File: src/core/scan_cmd_pkg.sv
// shared types and constants of the scanner command parser
package scan_cmd_pkg;
  localparam logic [7:0] CH_COLON = 8'h3A;
  localparam logic [7:0] CH_DOT = 8'h2E;
  localparam logic [7:0] CH_ZERO = 8'h30;
  localparam logic [7:0] CH_NINE = 8'h39;
  localparam logic [7:0] CH_EXEC = 8'h58;
  localparam logic [7:0] CH_TRIG = 8'h54;
  localparam logic [7:0] CH_TIME = 8'h53;
  localparam logic [7:0] CH_DATE = 8'h56;
  localparam logic [7:0] CH_INTV = 8'h57;
  localparam logic [7:0] CH_DISP = 8'h44;
  localparam int TIME_DIGITS = 6;
  localparam int DATE_DIGITS = 4;
  localparam int INTV_INT_DIGITS = 3;
  localparam int INTV_FRAC_DIGITS = 3;
  localparam int INTV_DIGITS = 6;
  localparam logic [23:0] TIME_RESET = 24'h000000;
  localparam logic [15:0] DATE_RESET = 16'h0101;
  localparam logic [23:0] INTV_RESET = 24'h001000;
  localparam logic [1:0] DISP_RESET = 2'h0;
  localparam logic [2:0] TRIG_RESET = 3'h0;

  typedef enum logic [2:0] {
    begin_on_talk_addressed,
    halt_on_talk_addressed,
    begin_on_group_execute,
    halt_on_group_execute,
    begin_on_execute_char,
    halt_on_execute_char,
    begin_on_external_input,
    halt_on_external_input
  } trig_mode_t;

  typedef enum logic [1:0] {
    show_channel_value,
    show_interval_value,
    show_clock_value,
    show_calendar_value
  } disp_sel_t;

  typedef struct packed {
    logic [23:0] clock_bcd;
    logic [15:0] calendar_bcd;
    logic [23:0] interval_bcd;
  } settings_t;

  typedef struct packed {
    logic talk_addressed;
    logic group_execute;
    logic external_input;
  } stimulus_t;
endpackage : scan_cmd_pkg

File: src/core/digit_shifter.sv
// bcd digit accumulator shifting new digits in at the low end
`timescale 1ns/1ps
`default_nettype none
module digit_shifter #(
  parameter int DIGITS = 6
) (
  input wire logic clk_i,
  input wire logic sys_rst_i,
  input wire logic clear_i,
  input wire logic shift_i,
  input wire logic [3:0] digit_i,
  output logic [4*DIGITS-1:0] value_o,
  output logic [3:0] count_o
);
  if (DIGITS < 2 || DIGITS > 15) begin : g_bad_digits
    $error("digit_shifter: DIGITS out of range");
  end
  typedef struct packed {
    logic [4*DIGITS-1:0] value;
    logic [3:0] count;
  } shf_state_t;
  shf_state_t st_r;
  shf_state_t st_nxt;
  always_comb begin
    st_nxt = st_r;
    if (clear_i) begin
      st_nxt.value = '0;
      st_nxt.count = 4'h0;
    end else if (shift_i) begin
      // keep only the newest digits, right aligned
      st_nxt.value = {st_r.value[4*DIGITS-5:0], digit_i};
      if (st_r.count != 4'hF) begin
        st_nxt.count = st_r.count + 4'h1;
      end
    end
  end
  always_ff @(posedge clk_i) begin
    if (sys_rst_i) begin
      st_r <= '0;
    end else begin
      st_r <= st_nxt;
    end
  end
  assign value_o = st_r.value;
  assign count_o = st_r.count;
endmodule : digit_shifter
`default_nettype wire

File: src/core/interval_aligner.sv
// aligns interval digits on the decimal point and clamps to dwell
`timescale 1ns/1ps
`default_nettype none
module interval_aligner (
  input wire logic clk_i,
  input wire logic sys_rst_i,
  input wire logic clear_i,
  input wire logic digit_i,
  input wire logic point_i,
  input wire logic [3:0] value_i,
  input wire logic [23:0] dwell_bcd_i,
  output logic [23:0] interval_o
);
  import scan_cmd_pkg::*;
  typedef struct packed {
    logic [11:0] int_part;
    logic [11:0] frac_part;
    logic [1:0] frac_cnt;
    logic seen_point;
  } aln_state_t;
  aln_state_t st_r;
  aln_state_t st_nxt;
  logic [23:0] joined;
  always_comb begin
    st_nxt = st_r;
    if (clear_i) begin
      st_nxt = '0;
    end else if (point_i) begin
      st_nxt.seen_point = 1'b1;
    end else if (digit_i) begin
      if (!st_r.seen_point) begin
        st_nxt.int_part = {st_r.int_part[7:0], value_i};
      end else if (st_r.frac_cnt != 2'(INTV_FRAC_DIGITS)) begin
        // fill fractional digits from the point rightwards
        unique case (st_r.frac_cnt)
          2'h0: st_nxt.frac_part[11:8] = value_i;
          2'h1: st_nxt.frac_part[7:4] = value_i;
          default: st_nxt.frac_part[3:0] = value_i;
        endcase
        st_nxt.frac_cnt = st_r.frac_cnt + 2'h1;
      end
    end
  end
  always_ff @(posedge clk_i) begin
    if (sys_rst_i) begin
      st_r <= '0;
    end else begin
      st_r <= st_nxt;
    end
  end
  assign joined = {st_r.int_part, st_r.frac_part};
  assign interval_o = (joined > dwell_bcd_i) ? dwell_bcd_i : joined;
endmodule : interval_aligner
`default_nettype wire

File: src/core/scan_trigger_time_cmd_parser.sv
// command parser for trigger mode, time, date and interval commands
`timescale 1ns/1ps
`default_nettype none
module scan_trigger_time_cmd_parser (
  input wire logic clk_i,
  input wire logic sys_rst_i,
  input wire logic char_valid_i,
  input wire logic [7:0] char_i,
  input wire scan_cmd_pkg::stimulus_t stim_i,
  input wire logic ext_trigger_pin_i,
  input wire logic step_mode_i,
  input wire logic matrix_mode_i,
  input wire logic scan_running_i,
  input wire logic [23:0] dwell_bcd_i,
  output scan_cmd_pkg::settings_t settings_o,
  output scan_cmd_pkg::trig_mode_t trig_mode_o,
  output scan_cmd_pkg::disp_sel_t disp_sel_o,
  output logic [23:0] display_digits_o,
  output logic start_o,
  output logic stop_o,
  output logic step_o,
  output logic halt_scan_o,
  output logic recall_show_o,
  output logic buffer_advance_o,
  output logic illegal_option_error_o,
  output logic clock_load_o,
  output logic calendar_load_o
);
  import scan_cmd_pkg::*;

  typedef enum logic [2:0] {
    cmd_none,
    cmd_trig,
    cmd_time,
    cmd_date,
    cmd_intv,
    cmd_disp
  } cmd_t;

  typedef struct packed {
    logic [1:0] ext_sync;
    logic ext_prev;
    cmd_t cur;
    logic got_cmd;
    logic [2:0] pend_trig;
    logic pend_trig_ok;
    logic [1:0] pend_disp;
    logic pend_disp_ok;
    logic [23:0] time_val;
    logic time_ok;
    logic [15:0] date_val;
    logic date_ok;
    logic [3:0] date_cnt;
    logic [23:0] intv_val;
    logic intv_ok;
    trig_mode_t trig;
    disp_sel_t disp;
    settings_t set;
    logic recall;
    logic start;
    logic stop;
    logic step;
    logic halt;
    logic recall_pulse;
    logic advance;
    logic err;
    logic clk_load;
    logic cal_load;
  } state_t;

  state_t st_r;
  state_t st_nxt;

  function automatic logic is_digit(input logic [7:0] c);
    return (c >= CH_ZERO) && (c <= CH_NINE);
  endfunction : is_digit

  function automatic logic is_letter(input logic [7:0] c);
    return (c >= 8'h41) && (c <= 8'h5A);
  endfunction : is_letter

  logic in_digit;
  logic in_colon;
  logic in_point;
  logic in_letter;
  logic in_exec;
  logic [3:0] dval;
  logic acc_clear;
  logic time_shift;
  logic date_shift;
  logic [23:0] time_acc;
  logic [3:0] time_cnt;
  logic [15:0] date_acc;
  logic [3:0] date_cnt;
  logic [23:0] intv_acc;
  logic ext_rise;
  logic fire;
  logic fire_start;
  logic [3:0] use_cnt;
  logic [15:0] use_date;

  assign in_digit = char_valid_i && is_digit(char_i);
  assign in_colon = char_valid_i && (char_i == CH_COLON);
  assign in_point = char_valid_i && (char_i == CH_DOT);
  assign in_exec = char_valid_i && (char_i == CH_EXEC);
  assign in_letter = char_valid_i && is_letter(char_i) && !in_exec;
  assign dval = char_i[3:0];
  assign acc_clear = in_letter;
  // digits shift in from seconds end
  assign time_shift = in_digit && (st_r.cur == cmd_time);
  assign date_shift = in_digit && (st_r.cur == cmd_date);
  assign ext_rise = st_r.ext_sync[1] && !st_r.ext_prev;
  assign use_cnt = (st_r.cur == cmd_date) ? date_cnt : st_r.date_cnt;
  assign use_date = (st_r.cur == cmd_date) ? date_acc : st_r.date_val;

  digit_shifter #(.DIGITS(TIME_DIGITS)) u_time (
    .clk_i(clk_i),
    .sys_rst_i(sys_rst_i),
    .clear_i(acc_clear),
    .shift_i(time_shift),
    .digit_i(dval),
    .value_o(time_acc),
    .count_o(time_cnt)
  );

  digit_shifter #(.DIGITS(DATE_DIGITS)) u_date (
    .clk_i(clk_i),
    .sys_rst_i(sys_rst_i),
    .clear_i(acc_clear),
    .shift_i(date_shift),
    .digit_i(dval),
    .value_o(date_acc),
    .count_o(date_cnt)
  );

  interval_aligner u_intv (
    .clk_i(clk_i),
    .sys_rst_i(sys_rst_i),
    .clear_i(acc_clear),
    .digit_i(in_digit && (st_r.cur == cmd_intv)),
    .point_i(in_point && (st_r.cur == cmd_intv)),
    .value_i(dval),
    .dwell_bcd_i(dwell_bcd_i),
    .interval_o(intv_acc)
  );

  // trigger source match for the active mode
  always_comb begin
    fire = 1'b0;
    unique case (st_r.trig)
      begin_on_talk_addressed, halt_on_talk_addressed:
        fire = stim_i.talk_addressed;
      begin_on_group_execute, halt_on_group_execute:
        fire = stim_i.group_execute;
      begin_on_execute_char, halt_on_execute_char:
        fire = in_exec;
      begin_on_external_input, halt_on_external_input:
        fire = ext_rise;
    endcase
  end
  assign fire_start = !st_r.trig[0];

  always_comb begin
    st_nxt = st_r;
    st_nxt.ext_sync = {st_r.ext_sync[0], ext_trigger_pin_i};
    st_nxt.ext_prev = st_r.ext_sync[1];
    st_nxt.start = 1'b0;
    st_nxt.stop = 1'b0;
    st_nxt.step = 1'b0;
    st_nxt.halt = 1'b0;
    st_nxt.recall_pulse = 1'b0;
    st_nxt.advance = 1'b0;
    st_nxt.err = 1'b0;
    st_nxt.clk_load = 1'b0;
    st_nxt.cal_load = 1'b0;
    if (in_letter) begin
      st_nxt.got_cmd = 1'b1;
      unique case (char_i)
        CH_TRIG: st_nxt.cur = cmd_trig;
        CH_TIME: st_nxt.cur = cmd_time;
        CH_DATE: st_nxt.cur = cmd_date;
        CH_INTV: st_nxt.cur = cmd_intv;
        CH_DISP: st_nxt.cur = cmd_disp;
        default: st_nxt.cur = cmd_none;
      endcase
      // latch previous field before switching
      if (st_r.cur == cmd_time) begin
        st_nxt.time_val = time_acc;
        st_nxt.time_ok = 1'b1;
      end
      if (st_r.cur == cmd_date) begin
        st_nxt.date_val = date_acc;
        st_nxt.date_cnt = date_cnt;
        st_nxt.date_ok = 1'b1;
      end
      if (st_r.cur == cmd_intv) begin
        st_nxt.intv_val = intv_acc;
        st_nxt.intv_ok = 1'b1;
      end
    end else if (in_digit && st_r.cur == cmd_trig && dval < 4'h8) begin
      st_nxt.pend_trig = dval[2:0];
      st_nxt.pend_trig_ok = 1'b1;
    end else if (in_digit && st_r.cur == cmd_disp && dval < 4'h4) begin
      st_nxt.pend_disp = dval[1:0];
      st_nxt.pend_disp_ok = 1'b1;
    end
    if (in_colon) begin
      st_nxt.cur = st_r.cur;
    end
    if (in_exec) begin
      st_nxt.cur = cmd_none;
      st_nxt.got_cmd = 1'b0;
      st_nxt.pend_trig_ok = 1'b0;
      st_nxt.pend_disp_ok = 1'b0;
      st_nxt.time_ok = 1'b0;
      st_nxt.date_ok = 1'b0;
      st_nxt.intv_ok = 1'b0;
      if ((st_r.got_cmd || st_r.cur != cmd_none) && scan_running_i) begin
        st_nxt.halt = 1'b1;
      end
      if (st_r.pend_trig_ok) begin
        st_nxt.trig = trig_mode_t'(st_r.pend_trig);
      end
      if (st_r.pend_disp_ok) begin
        st_nxt.disp = disp_sel_t'(st_r.pend_disp);
      end
      if (st_r.time_ok || st_r.cur == cmd_time) begin
        st_nxt.set.clock_bcd = (st_r.cur == cmd_time) ? time_acc
                                                      : st_r.time_val;
        st_nxt.clk_load = 1'b1;
      end
      if (st_r.intv_ok || st_r.cur == cmd_intv) begin
        st_nxt.set.interval_bcd = (st_r.cur == cmd_intv) ? intv_acc
                                                         : st_r.intv_val;
      end
      if (st_r.date_ok || st_r.cur == cmd_date) begin
        // too few digits: error, keep date
        if (use_cnt < 4'h3) begin
          st_nxt.err = 1'b1;
        end else begin
          st_nxt.set.calendar_bcd = (use_cnt == 4'h3) ?
                                    {4'h0, use_date[11:0]} : use_date;
          st_nxt.cal_load = 1'b1;
        end
      end
    end
    if (fire) begin
      if (matrix_mode_i) begin
        if (!st_r.recall) begin
          st_nxt.recall = 1'b1;
          st_nxt.recall_pulse = 1'b1;
        end else begin
          st_nxt.advance = 1'b1;
        end
      end else if (step_mode_i) begin
        st_nxt.step = 1'b1;
      end else if (fire_start) begin
        st_nxt.start = 1'b1;
      end else begin
        st_nxt.stop = 1'b1;
      end
    end
    if (!matrix_mode_i) begin
      st_nxt.recall = 1'b0;
    end
  end

  always_ff @(posedge clk_i) begin
    if (sys_rst_i) begin
      st_r <= '0;
      st_r.cur <= cmd_none;
      st_r.trig <= trig_mode_t'(TRIG_RESET);
      st_r.disp <= disp_sel_t'(DISP_RESET);
      st_r.set <= '{TIME_RESET, DATE_RESET, INTV_RESET};
    end else begin
      st_r <= st_nxt;
    end
  end

  assign settings_o = st_r.set;
  assign trig_mode_o = st_r.trig;
  assign disp_sel_o = st_r.disp;
  assign display_digits_o = (st_r.disp == show_interval_value) ?
                            st_r.set.interval_bcd :
                            (st_r.disp == show_clock_value) ?
                            st_r.set.clock_bcd :
                            (st_r.disp == show_calendar_value) ?
                            {8'h00, st_r.set.calendar_bcd} : 24'h000000;
  assign start_o = st_r.start;
  assign stop_o = st_r.stop;
  assign step_o = st_r.step;
  assign halt_scan_o = st_r.halt;
  assign recall_show_o = st_r.recall;
  assign buffer_advance_o = st_r.advance;
  assign illegal_option_error_o = st_r.err;
  assign clock_load_o = st_r.clk_load;
  assign calendar_load_o = st_r.cal_load;
endmodule : scan_trigger_time_cmd_parser
`default_nettype wire

File: config.mk
export PLATFORM = sky130hd
export DESIGN_NAME = scan_trigger_time_cmd_parser
export DESIGN_NICKNAME = d
export VERILOG_FILES = /design/src/core/scan_cmd_pkg.sv /design/src/core/digit_shifter.sv /design/src/core/interval_aligner.sv /design/src/core/scan_trigger_time_cmd_parser.sv
export SDC_FILE = /design/constraint.sdc
export NUM_CORES = 1
export LEC_CHECK = 0
export BUFFER_PORTS_ARGS = -buffer_cell sky130_fd_sc_hd__buf_2
export CORE_UTILIZATION = 25
export CTS_CLUSTER_DIAMETER = 120
export DETAILED_ROUTE_END_ITERATION = 16
export PLACE_DENSITY = 0.5
export SLEW_MARGIN = 20
export SYNTH_ARGS = -nofsm -noshare
export SYNTH_HDL_FRONTEND = slang
export SYNTH_SLANG_ARGS = --single-unit
File: constraint.sdc
create_clock -name clk_i -period 2.8 [get_ports clk_i]
set_input_delay 0.14 -clock clk_i [delete_from_list [all_inputs] [get_ports clk_i]]
set_output_delay 0.14 -clock clk_i [all_outputs]
set_load 0.02 [all_outputs]
==> results of run 1 <==
-- worst register-to-register path: stages (launching register included) --
cell and delay (ns):
dfxtp_1 0.34, ha_1 0.32, nand4_1 0.17, nor3_1 0.25
and3_1 0.26, o21ai_1 0.13, a22oi_4 0.26, buf_12 0.29
buf_4 0.27, nand4b_1 0.12, nand3_1 0.08
-- flip-flops by register name, summed over array words and instances (netlist names), 2 cells and up --
register / flops
disp_sel_o: 2
settings_o: 64
st_nxt: 2
st_r: 83
trig_mode_o: 3
u_date.count_o: 4
u_date.value_o: 16
u_intv.joined: 24
u_intv.st_r: 3
u_time.value_o: 24
-- worst max-delay path by stage --
stage                endpoint  cells past startpoint
6_report       settings_o[19]                     10
5_1_grt        settings_o[19]                     10
4_1_cts               start_o                      9
3_5_place_dp   settings_o[17]                     10
3_3_place_gp   settings_o[19]                     10
2_1_floorplan  settings_o[12]                      8
-- placed cells by master (no fill, tap or decap), types with 16 or more instances in the layout --
master / n
dlygate4sd3_1: 31
buf_2: 141
mux2_2: 16
nand2_1: 333
inv_1: 30
a211oi_1: 49
nand4_1: 30
nand4b_1: 27
nor2_1: 156
dfxtp_1: 233
mux2i_1: 72
a21oi_1: 121
clkbuf_16: 27
nand3_1: 48
ha_1: 28
o21ai_0: 20
buf_4: 28
-- power breakdown --
| group | leakage, uW | internal (uW) | switching [uW] |
|---|---|---|---|
| sequential | 0.00189 | 3330 | 1.54 |
| combinational | 0.00262 | 87.3 | 151 |
| clock | 0.000409 | 1930 | 1430 |
-- final cells by class --
type	count	area share [%]
inverters	30	0.841
diodes	1	0.0187
clock inverters	6	0.252
well taps	600	5.61
clock buffers	41	5.89
repair buffers	205	9.91
multi-input cells	1008	42.5
flip-flops and latches	234	35.0
-- cells by family after synthesis --
kind of cell	after synthesis	synth area share (%)
adder cells (fa/ha/maj)	28	3.05
AND/OR/NAND/NOR	654	25.6
AO/OA/AOI/OAI	235	12.5
buffers and inverters	200	9.92
multiplexers	88	7.85
flip-flops	234	40.8
XOR/XNOR	3	0.229
-- layer usage --
| metal | vias up | wire (um) | GRT usage [%] |
|---|---|---|---|
| met5 | - | 0 | 0 |
| met4 | 0 | 688 | 3.22 |
| met3 | 47 | 2040 | 2.81 |
| met2 | 239 | 15900 | 23.9 |
| met1 | 4698 | 17400 | 21.1 |
| li1 | 4972 | - | - |
-- what timing repair did --
| item | CTS | global route |
|---|---|---|
| hold buffers | 31 | 0 |
| resized for setup | 0 | 1 |
| hold endpoints to repair | 55 | 0 |
| endpoints found under the setup margin | 0 | 1 |
-- metrics by stage --
| stage | setup slack (ns) | instance area, um^2 | power (uW) | hold slack [ns] |
|---|---|---|---|---|
| floorplan | 0.550 | 11500 | 3520 | 0.216 |
| global placement | 0.237 | 12200 | 3610 | 0.323 |
| detailed placement | 0.221 | 12200 | 3610 | 0.332 |
| CTS | 0.157 | 13400 | 7020 | 0.0101 |
| global route | 0.0149 | 13400 | 7170 | 0.0301 |
| finish | 0.207 | 13400 | 6930 | 0.0154 |
==> flow_metrics.py, run 1 <==
metrics = {
    "placed_design": {
        "dp_hpwl_um": 25000,
        "post-place-cells": 2046,
        "io_buffer_count": 142,
        "gp_congestion": 0.792,
    },
    "global_route": {
        "grt_pass1_wl_um": 55400,
        "grt_pass1_vias": 9421,
        "grt_max_degree": 66,
        "antenna_found_initial": 2,
        "groute.usage.overall_pct": 15.1,
        "grt_overflow": 0,
    },
    "yosys": {
        "synth.most_common_cell": "nand2_1",
        "synth_nets": 1512,
        "ys_seq_elements": 234,
        "synth_area_leaders": "dfxtp_1 (41%), nand2_1 (11%), mux2i_1 (6.3%), a21oi_1 (5.3%), nor2_1 (5.1%)",
        "syn_area_um2": 11500,
        "yosysTopAreaCell": "dfxtp_1",
        "yosysWarnings": 0,
        "synth_common_cells": "nand2_1 (333), dfxtp_1 (234), nor2_1 (157), a21oi_1 (121), buf_4 (76)",
        "synth.distinct_cells": 58,
        "synth_top_flop_cell": "dfxtp_1",
        "postSynthAreaPerCell_um2": 7.96,
        "synth_edf_count": 0,
        "synthArstFlopShare_pct": 0,
        "synth.top_cell.area_share_pct": 40.8,
        "yosysSeqAreaShare_pct": 40.8,
        "synthCells": 1442,
    },
    "worst_setup_path": {
        "slowest_stage": "dfxtp_1",
        "cp-start-kind": "flip-flop",
        "worstSetupStartpoint": "u_intv.joined[23]",
        "reg2reg_from": "u_intv.joined[23]",
        "cp_cell_sequence": "ha_1, nand4_1, nor3_1, and3_1, o21ai_1, a22oi_4, buf_12, buf_4, nand4b_1, nand3_1",
        "end_kind": "flip-flop",
        "arrival_ns": 3.02,
        "r2r_cells": 10,
        "cp_slowest_stage_delay_ns": 0.34,
        "r2r_slack_ns": 0.21,
        "path_delay_family": "simple AND/OR/NAND/NOR gates",
        "required_ns": 3.22,
        "path_buf_inv": 2,
        "r2r-end": "settings_o[19]",
        "path_max_fanout": 56,
        "critPathKind": "reg2reg",
    },
    "run": {
        "drv_cap": 0,
    },
    "clocking": {
        "postCtsSetupBuffers": 0,
        "ctsRootBufferMaster": "clkbuf_16",
        "clk_path_buf_depth": 3,
        "cts_tree": "built",
        "cts_max_level": 1,
        "path_clk_slew_ns": 0.07,
        "clkSinkCount": 234,
        "clk_latency_ns": 0.54,
        "cts_buffers": 26,
    },
    "power": {
        "p_leak_uw": 0.00492,
        "power_density_nw_per_um2": 518,
        "peakVddDrop_mv": 0.345,
    },
    "floorplan": {
        "ioPinCount": 144,
        "rows": 78,
        "die_area_um2": 46800,
        "start_util_pct": 25.3,
        "die_width_um": 216,
        "fp.dieH_um": 216,
        "core_area_um2": 45300,
    },
    "status": {
        "outcome": "completed",
    },
    "final_layout": {
        "nNetsFinal": 1575,
        "multi_input_area_um2": 5680,
        "fill_cells": 4889,
        "final_core_util_pct": 29.6,
        "final_cells": 2125,
        "area_delta_synth_final_pct": 16.6,
        "seq_area_um2": 4690,
        "drive_above_1_share_pct": 16.2,
    },
    "timing": {
        "worst_pin_slew_ns": 0.955,
        "rsz0062_at_grt": "false",
        "final_max_slew_viol_count": 0,
        "setup_viol": 0,
        "post-route-period-util_pct": 92.6,
        "slew_headroom_pct": 36.3,
        "hold_viol_final": 0,
        "fin_crit_ns": 2.59,
        "setup_tns_ns": 0,
        "fmax_ghz": 0.386,
        "skew_ns": 0.0150,
    },
    "drt": {
        "wl_per_cell_um": 17.0,
        "drtPass1Iterations": 5,
        "vias": 9956,
        "drt_first_iter_violations": 608,
        "viasPerCell": 4.69,
        "drc": 0,
        "wl_um": 36000,
        "detail-route-antenna-nets": 0,
    },
    "hold_path": {
        "whs_endpoint": "u_date.value_o[0]",
        "hp-start": "char_i[0]",
        "hold_class": "in2reg",
        "hold_depth": 3,
    },
}
Power figures use the tool's default switching activity.
==> inputs of run 2 (changes only) <==
Settings changed: GPL_TIMING_DRIVEN from default to 0.
==> run 2 against run 1 <==
Non-clock buffer count up 136. Clock skew down 0.0015 ns. Sequential power about the same. Power up 2.0%. Fmax down 2.5%. Sequential cell count unchanged. Design area up 5.6%. Die area unchanged. Critical endpoint is now display_digits_o[11]. Largest cell class unchanged. Highest routed layer unchanged.
==> flow_metrics.py, run 2 (synthesis results as in run 1) <==
metrics = {
    "timing": {
        "slew_headroom_pct": 37.1,
        "fin_crit_ns": 2.66,
        "skew_ns": 0.0136,
        "fmax_ghz": 0.376,
        "finalWorstSetupSlack_ns": 0.140,
        "setup_tns_ns": 0,
        "setup_viol": 0,
        "hold_viol_final": 0,
        "worst_pin_slew_ns": 0.944,
        "post-route-period-util_pct": 95.0,
        "final_max_slew_viol_count": 0,
        "rsz0062_at_grt": "false",
        "whs_ns": 0.0583,
    },
    "worst_setup_path": {
        "cpMostUsedCell": "buf_2",
        "cp-start-kind": "flip-flop",
        "r2r-end": "st_r[98]",
        "arrival_ns": 2.52,
        "required_ns": 2.66,
        "path_delay_family": "buffers and inverters",
        "r2r_slack_ns": 0.19,
        "critPathKind": "reg2out",
        "end_kind": "output pin",
        "path_buf_inv": 3,
        "reg2reg_from": "u_intv.joined[23]",
        "r2r_cells": 10,
        "slowest_stage": "dfxtp_1",
        "path_max_fanout": 10,
        "cp_cell_sequence": "clkbuf_2, buf_2, mux2_2, nand2_1, o21ai_0, buf_2",
        "worstSetupStartpoint": "disp_sel_o[0]",
        "cp_slowest_stage_delay_ns": 0.41,
    },
    "floorplan": {
        "ioPinCount": 144,
        "rows": 78,
        "start_util_pct": 25.3,
        "die_width_um": 216,
        "fp.dieH_um": 216,
        "core_area_um2": 45300,
        "die_area_um2": 46800,
    },
    "clocking": {
        "ctsRootBufferMaster": "clkbuf_16",
        "cts_max_level": 1,
        "cts_buffers": 26,
        "path_clk_slew_ns": 0.06,
        "clk_path_buf_depth": 3,
        "cts_tree": "built",
        "clk_latency_ns": 0.54,
        "clkSinkCount": 234,
    },
    "hold_path": {
        "hold_class": "in2reg",
        "whs_endpoint": "st_r[159]",
        "hold_depth": 4,
        "hp-start": "char_i[1]",
    },
    "final_layout": {
        "diodes": 0,
        "area_delta_synth_final_pct": 23.1,
        "multi_input_area_um2": 5670,
        "top_register": "st_r",
        "seq_area_um2": 4690,
        "design_area_um2": 14100,
        "largest_reg_flops": 83,
        "layout_common_cells": "nand2_1 (333), dfxtp_1 (233), buf_2 (169), nor2_1 (157), a21oi_1 (121)",
        "fill_cells": 4919,
        "final_common_cell": "nand2_1",
        "nNetsFinal": 1711,
        "final_core_util_pct": 31.2,
        "drive_above_1_share_pct": 20.0,
    },
    "placed_design": {
        "place_area_um2": 12900,
        "dp_hpwl_um": 30700,
        "gp_congestion": 0.822,
        "io_buffer_count": 139,
        "placement.setup.worst_slack_ns": -0.114,
    },
    "power": {
        "power_density_nw_per_um2": 500,
        "p_leak_uw": 0.00544,
        "peakVddDrop_mv": 0.429,
    },
    "drt": {
        "drc": 0,
        "drt_first_iter_violations": 740,
        "wl_um": 40400,
        "vias": 10600,
        "viasPerCell": 4.70,
        "drtPass1Iterations": 5,
        "wl_per_cell_um": 17.9,
        "detail-route-antenna-nets": 0,
    },
    "global_route": {
        "antenna_found_initial": 1,
        "grt_pass1_wl_um": 60800,
        "groute.usage.overall_pct": 16.9,
        "grt_pass1_vias": 10100,
        "grt_overflow": 0,
        "grt_max_degree": 20,
    },
    "run": {
        "drv_cap": 0,
    },
    "status": {
        "outcome": "completed",
    },
}
run 2: worst max path at each step:
stage | end | slack [ns] | cells past startpoint
finish | display_digits_o[11] | 0.14 | 6
global route | st_r[85] | 0.006 | 10
CTS | display_digits_o[11] | 0.01 | 5
floorplan | settings_o[12] | 0.55 | 8
detailed placement | settings_o[14] | -0.11 | 9
global placement | settings_o[14] | -0.11 | 9
run 2: report_power, final:
group | total (uW) | internal, uW | switching [uW]
clock | 3480 | 2040 | 1430
sequential | 3330 | 3330 | 1.49
combinational | 261 | 89.9 | 171
run 2: worst min-delay path: cells and delay by family:
family | cells | cell delay [ns]
AOI/OAI and AO/OA | 1 | 0.06
buffers and inverters | 1 | 0.13
and+or+nand+nor | 2 | 0.21
run 2: metal layers:
layer	GRT usage, %	vias up	part of all wire [%]
li1	-	5241	-
met1	23.6	4963	47
met2	26.6	342	43
met3	2.69	65	6.7
met4	5.14	0	3.2
met5	0	-	0
run 2: per-stage QoR:
step,instances,power [uW]
6_report,2256,7070
3_3_place_gp,2181,3640
3_5_place_dp,2181,3640
4_1_cts,2256,7140
5_1_grt,2256,7320
2_1_floorplan,1442,3520
run 2: area by class of cell:
cell class	count	area share [%]
Multi-Input combinational cell	1008	40.1
Sequential cell	234	33.2
Timing Repair Buffer	172	7.31
Buffer	169	7.29
Tap cell	600	5.31
Clock buffer	36	5.29
Inverter	30	0.797
Clock inverter	7	0.744
run 2: timing repair:
action | 4_1_cts | 5_1_grt
setup buffers | 2 | 0
setup endpoints to repair | 31 | 45
gates resized for setup | 7 | 4
endpoints found under the hold margin | 50 | 0
pin swaps | 2 | 1
hold buffers | 31 | 0
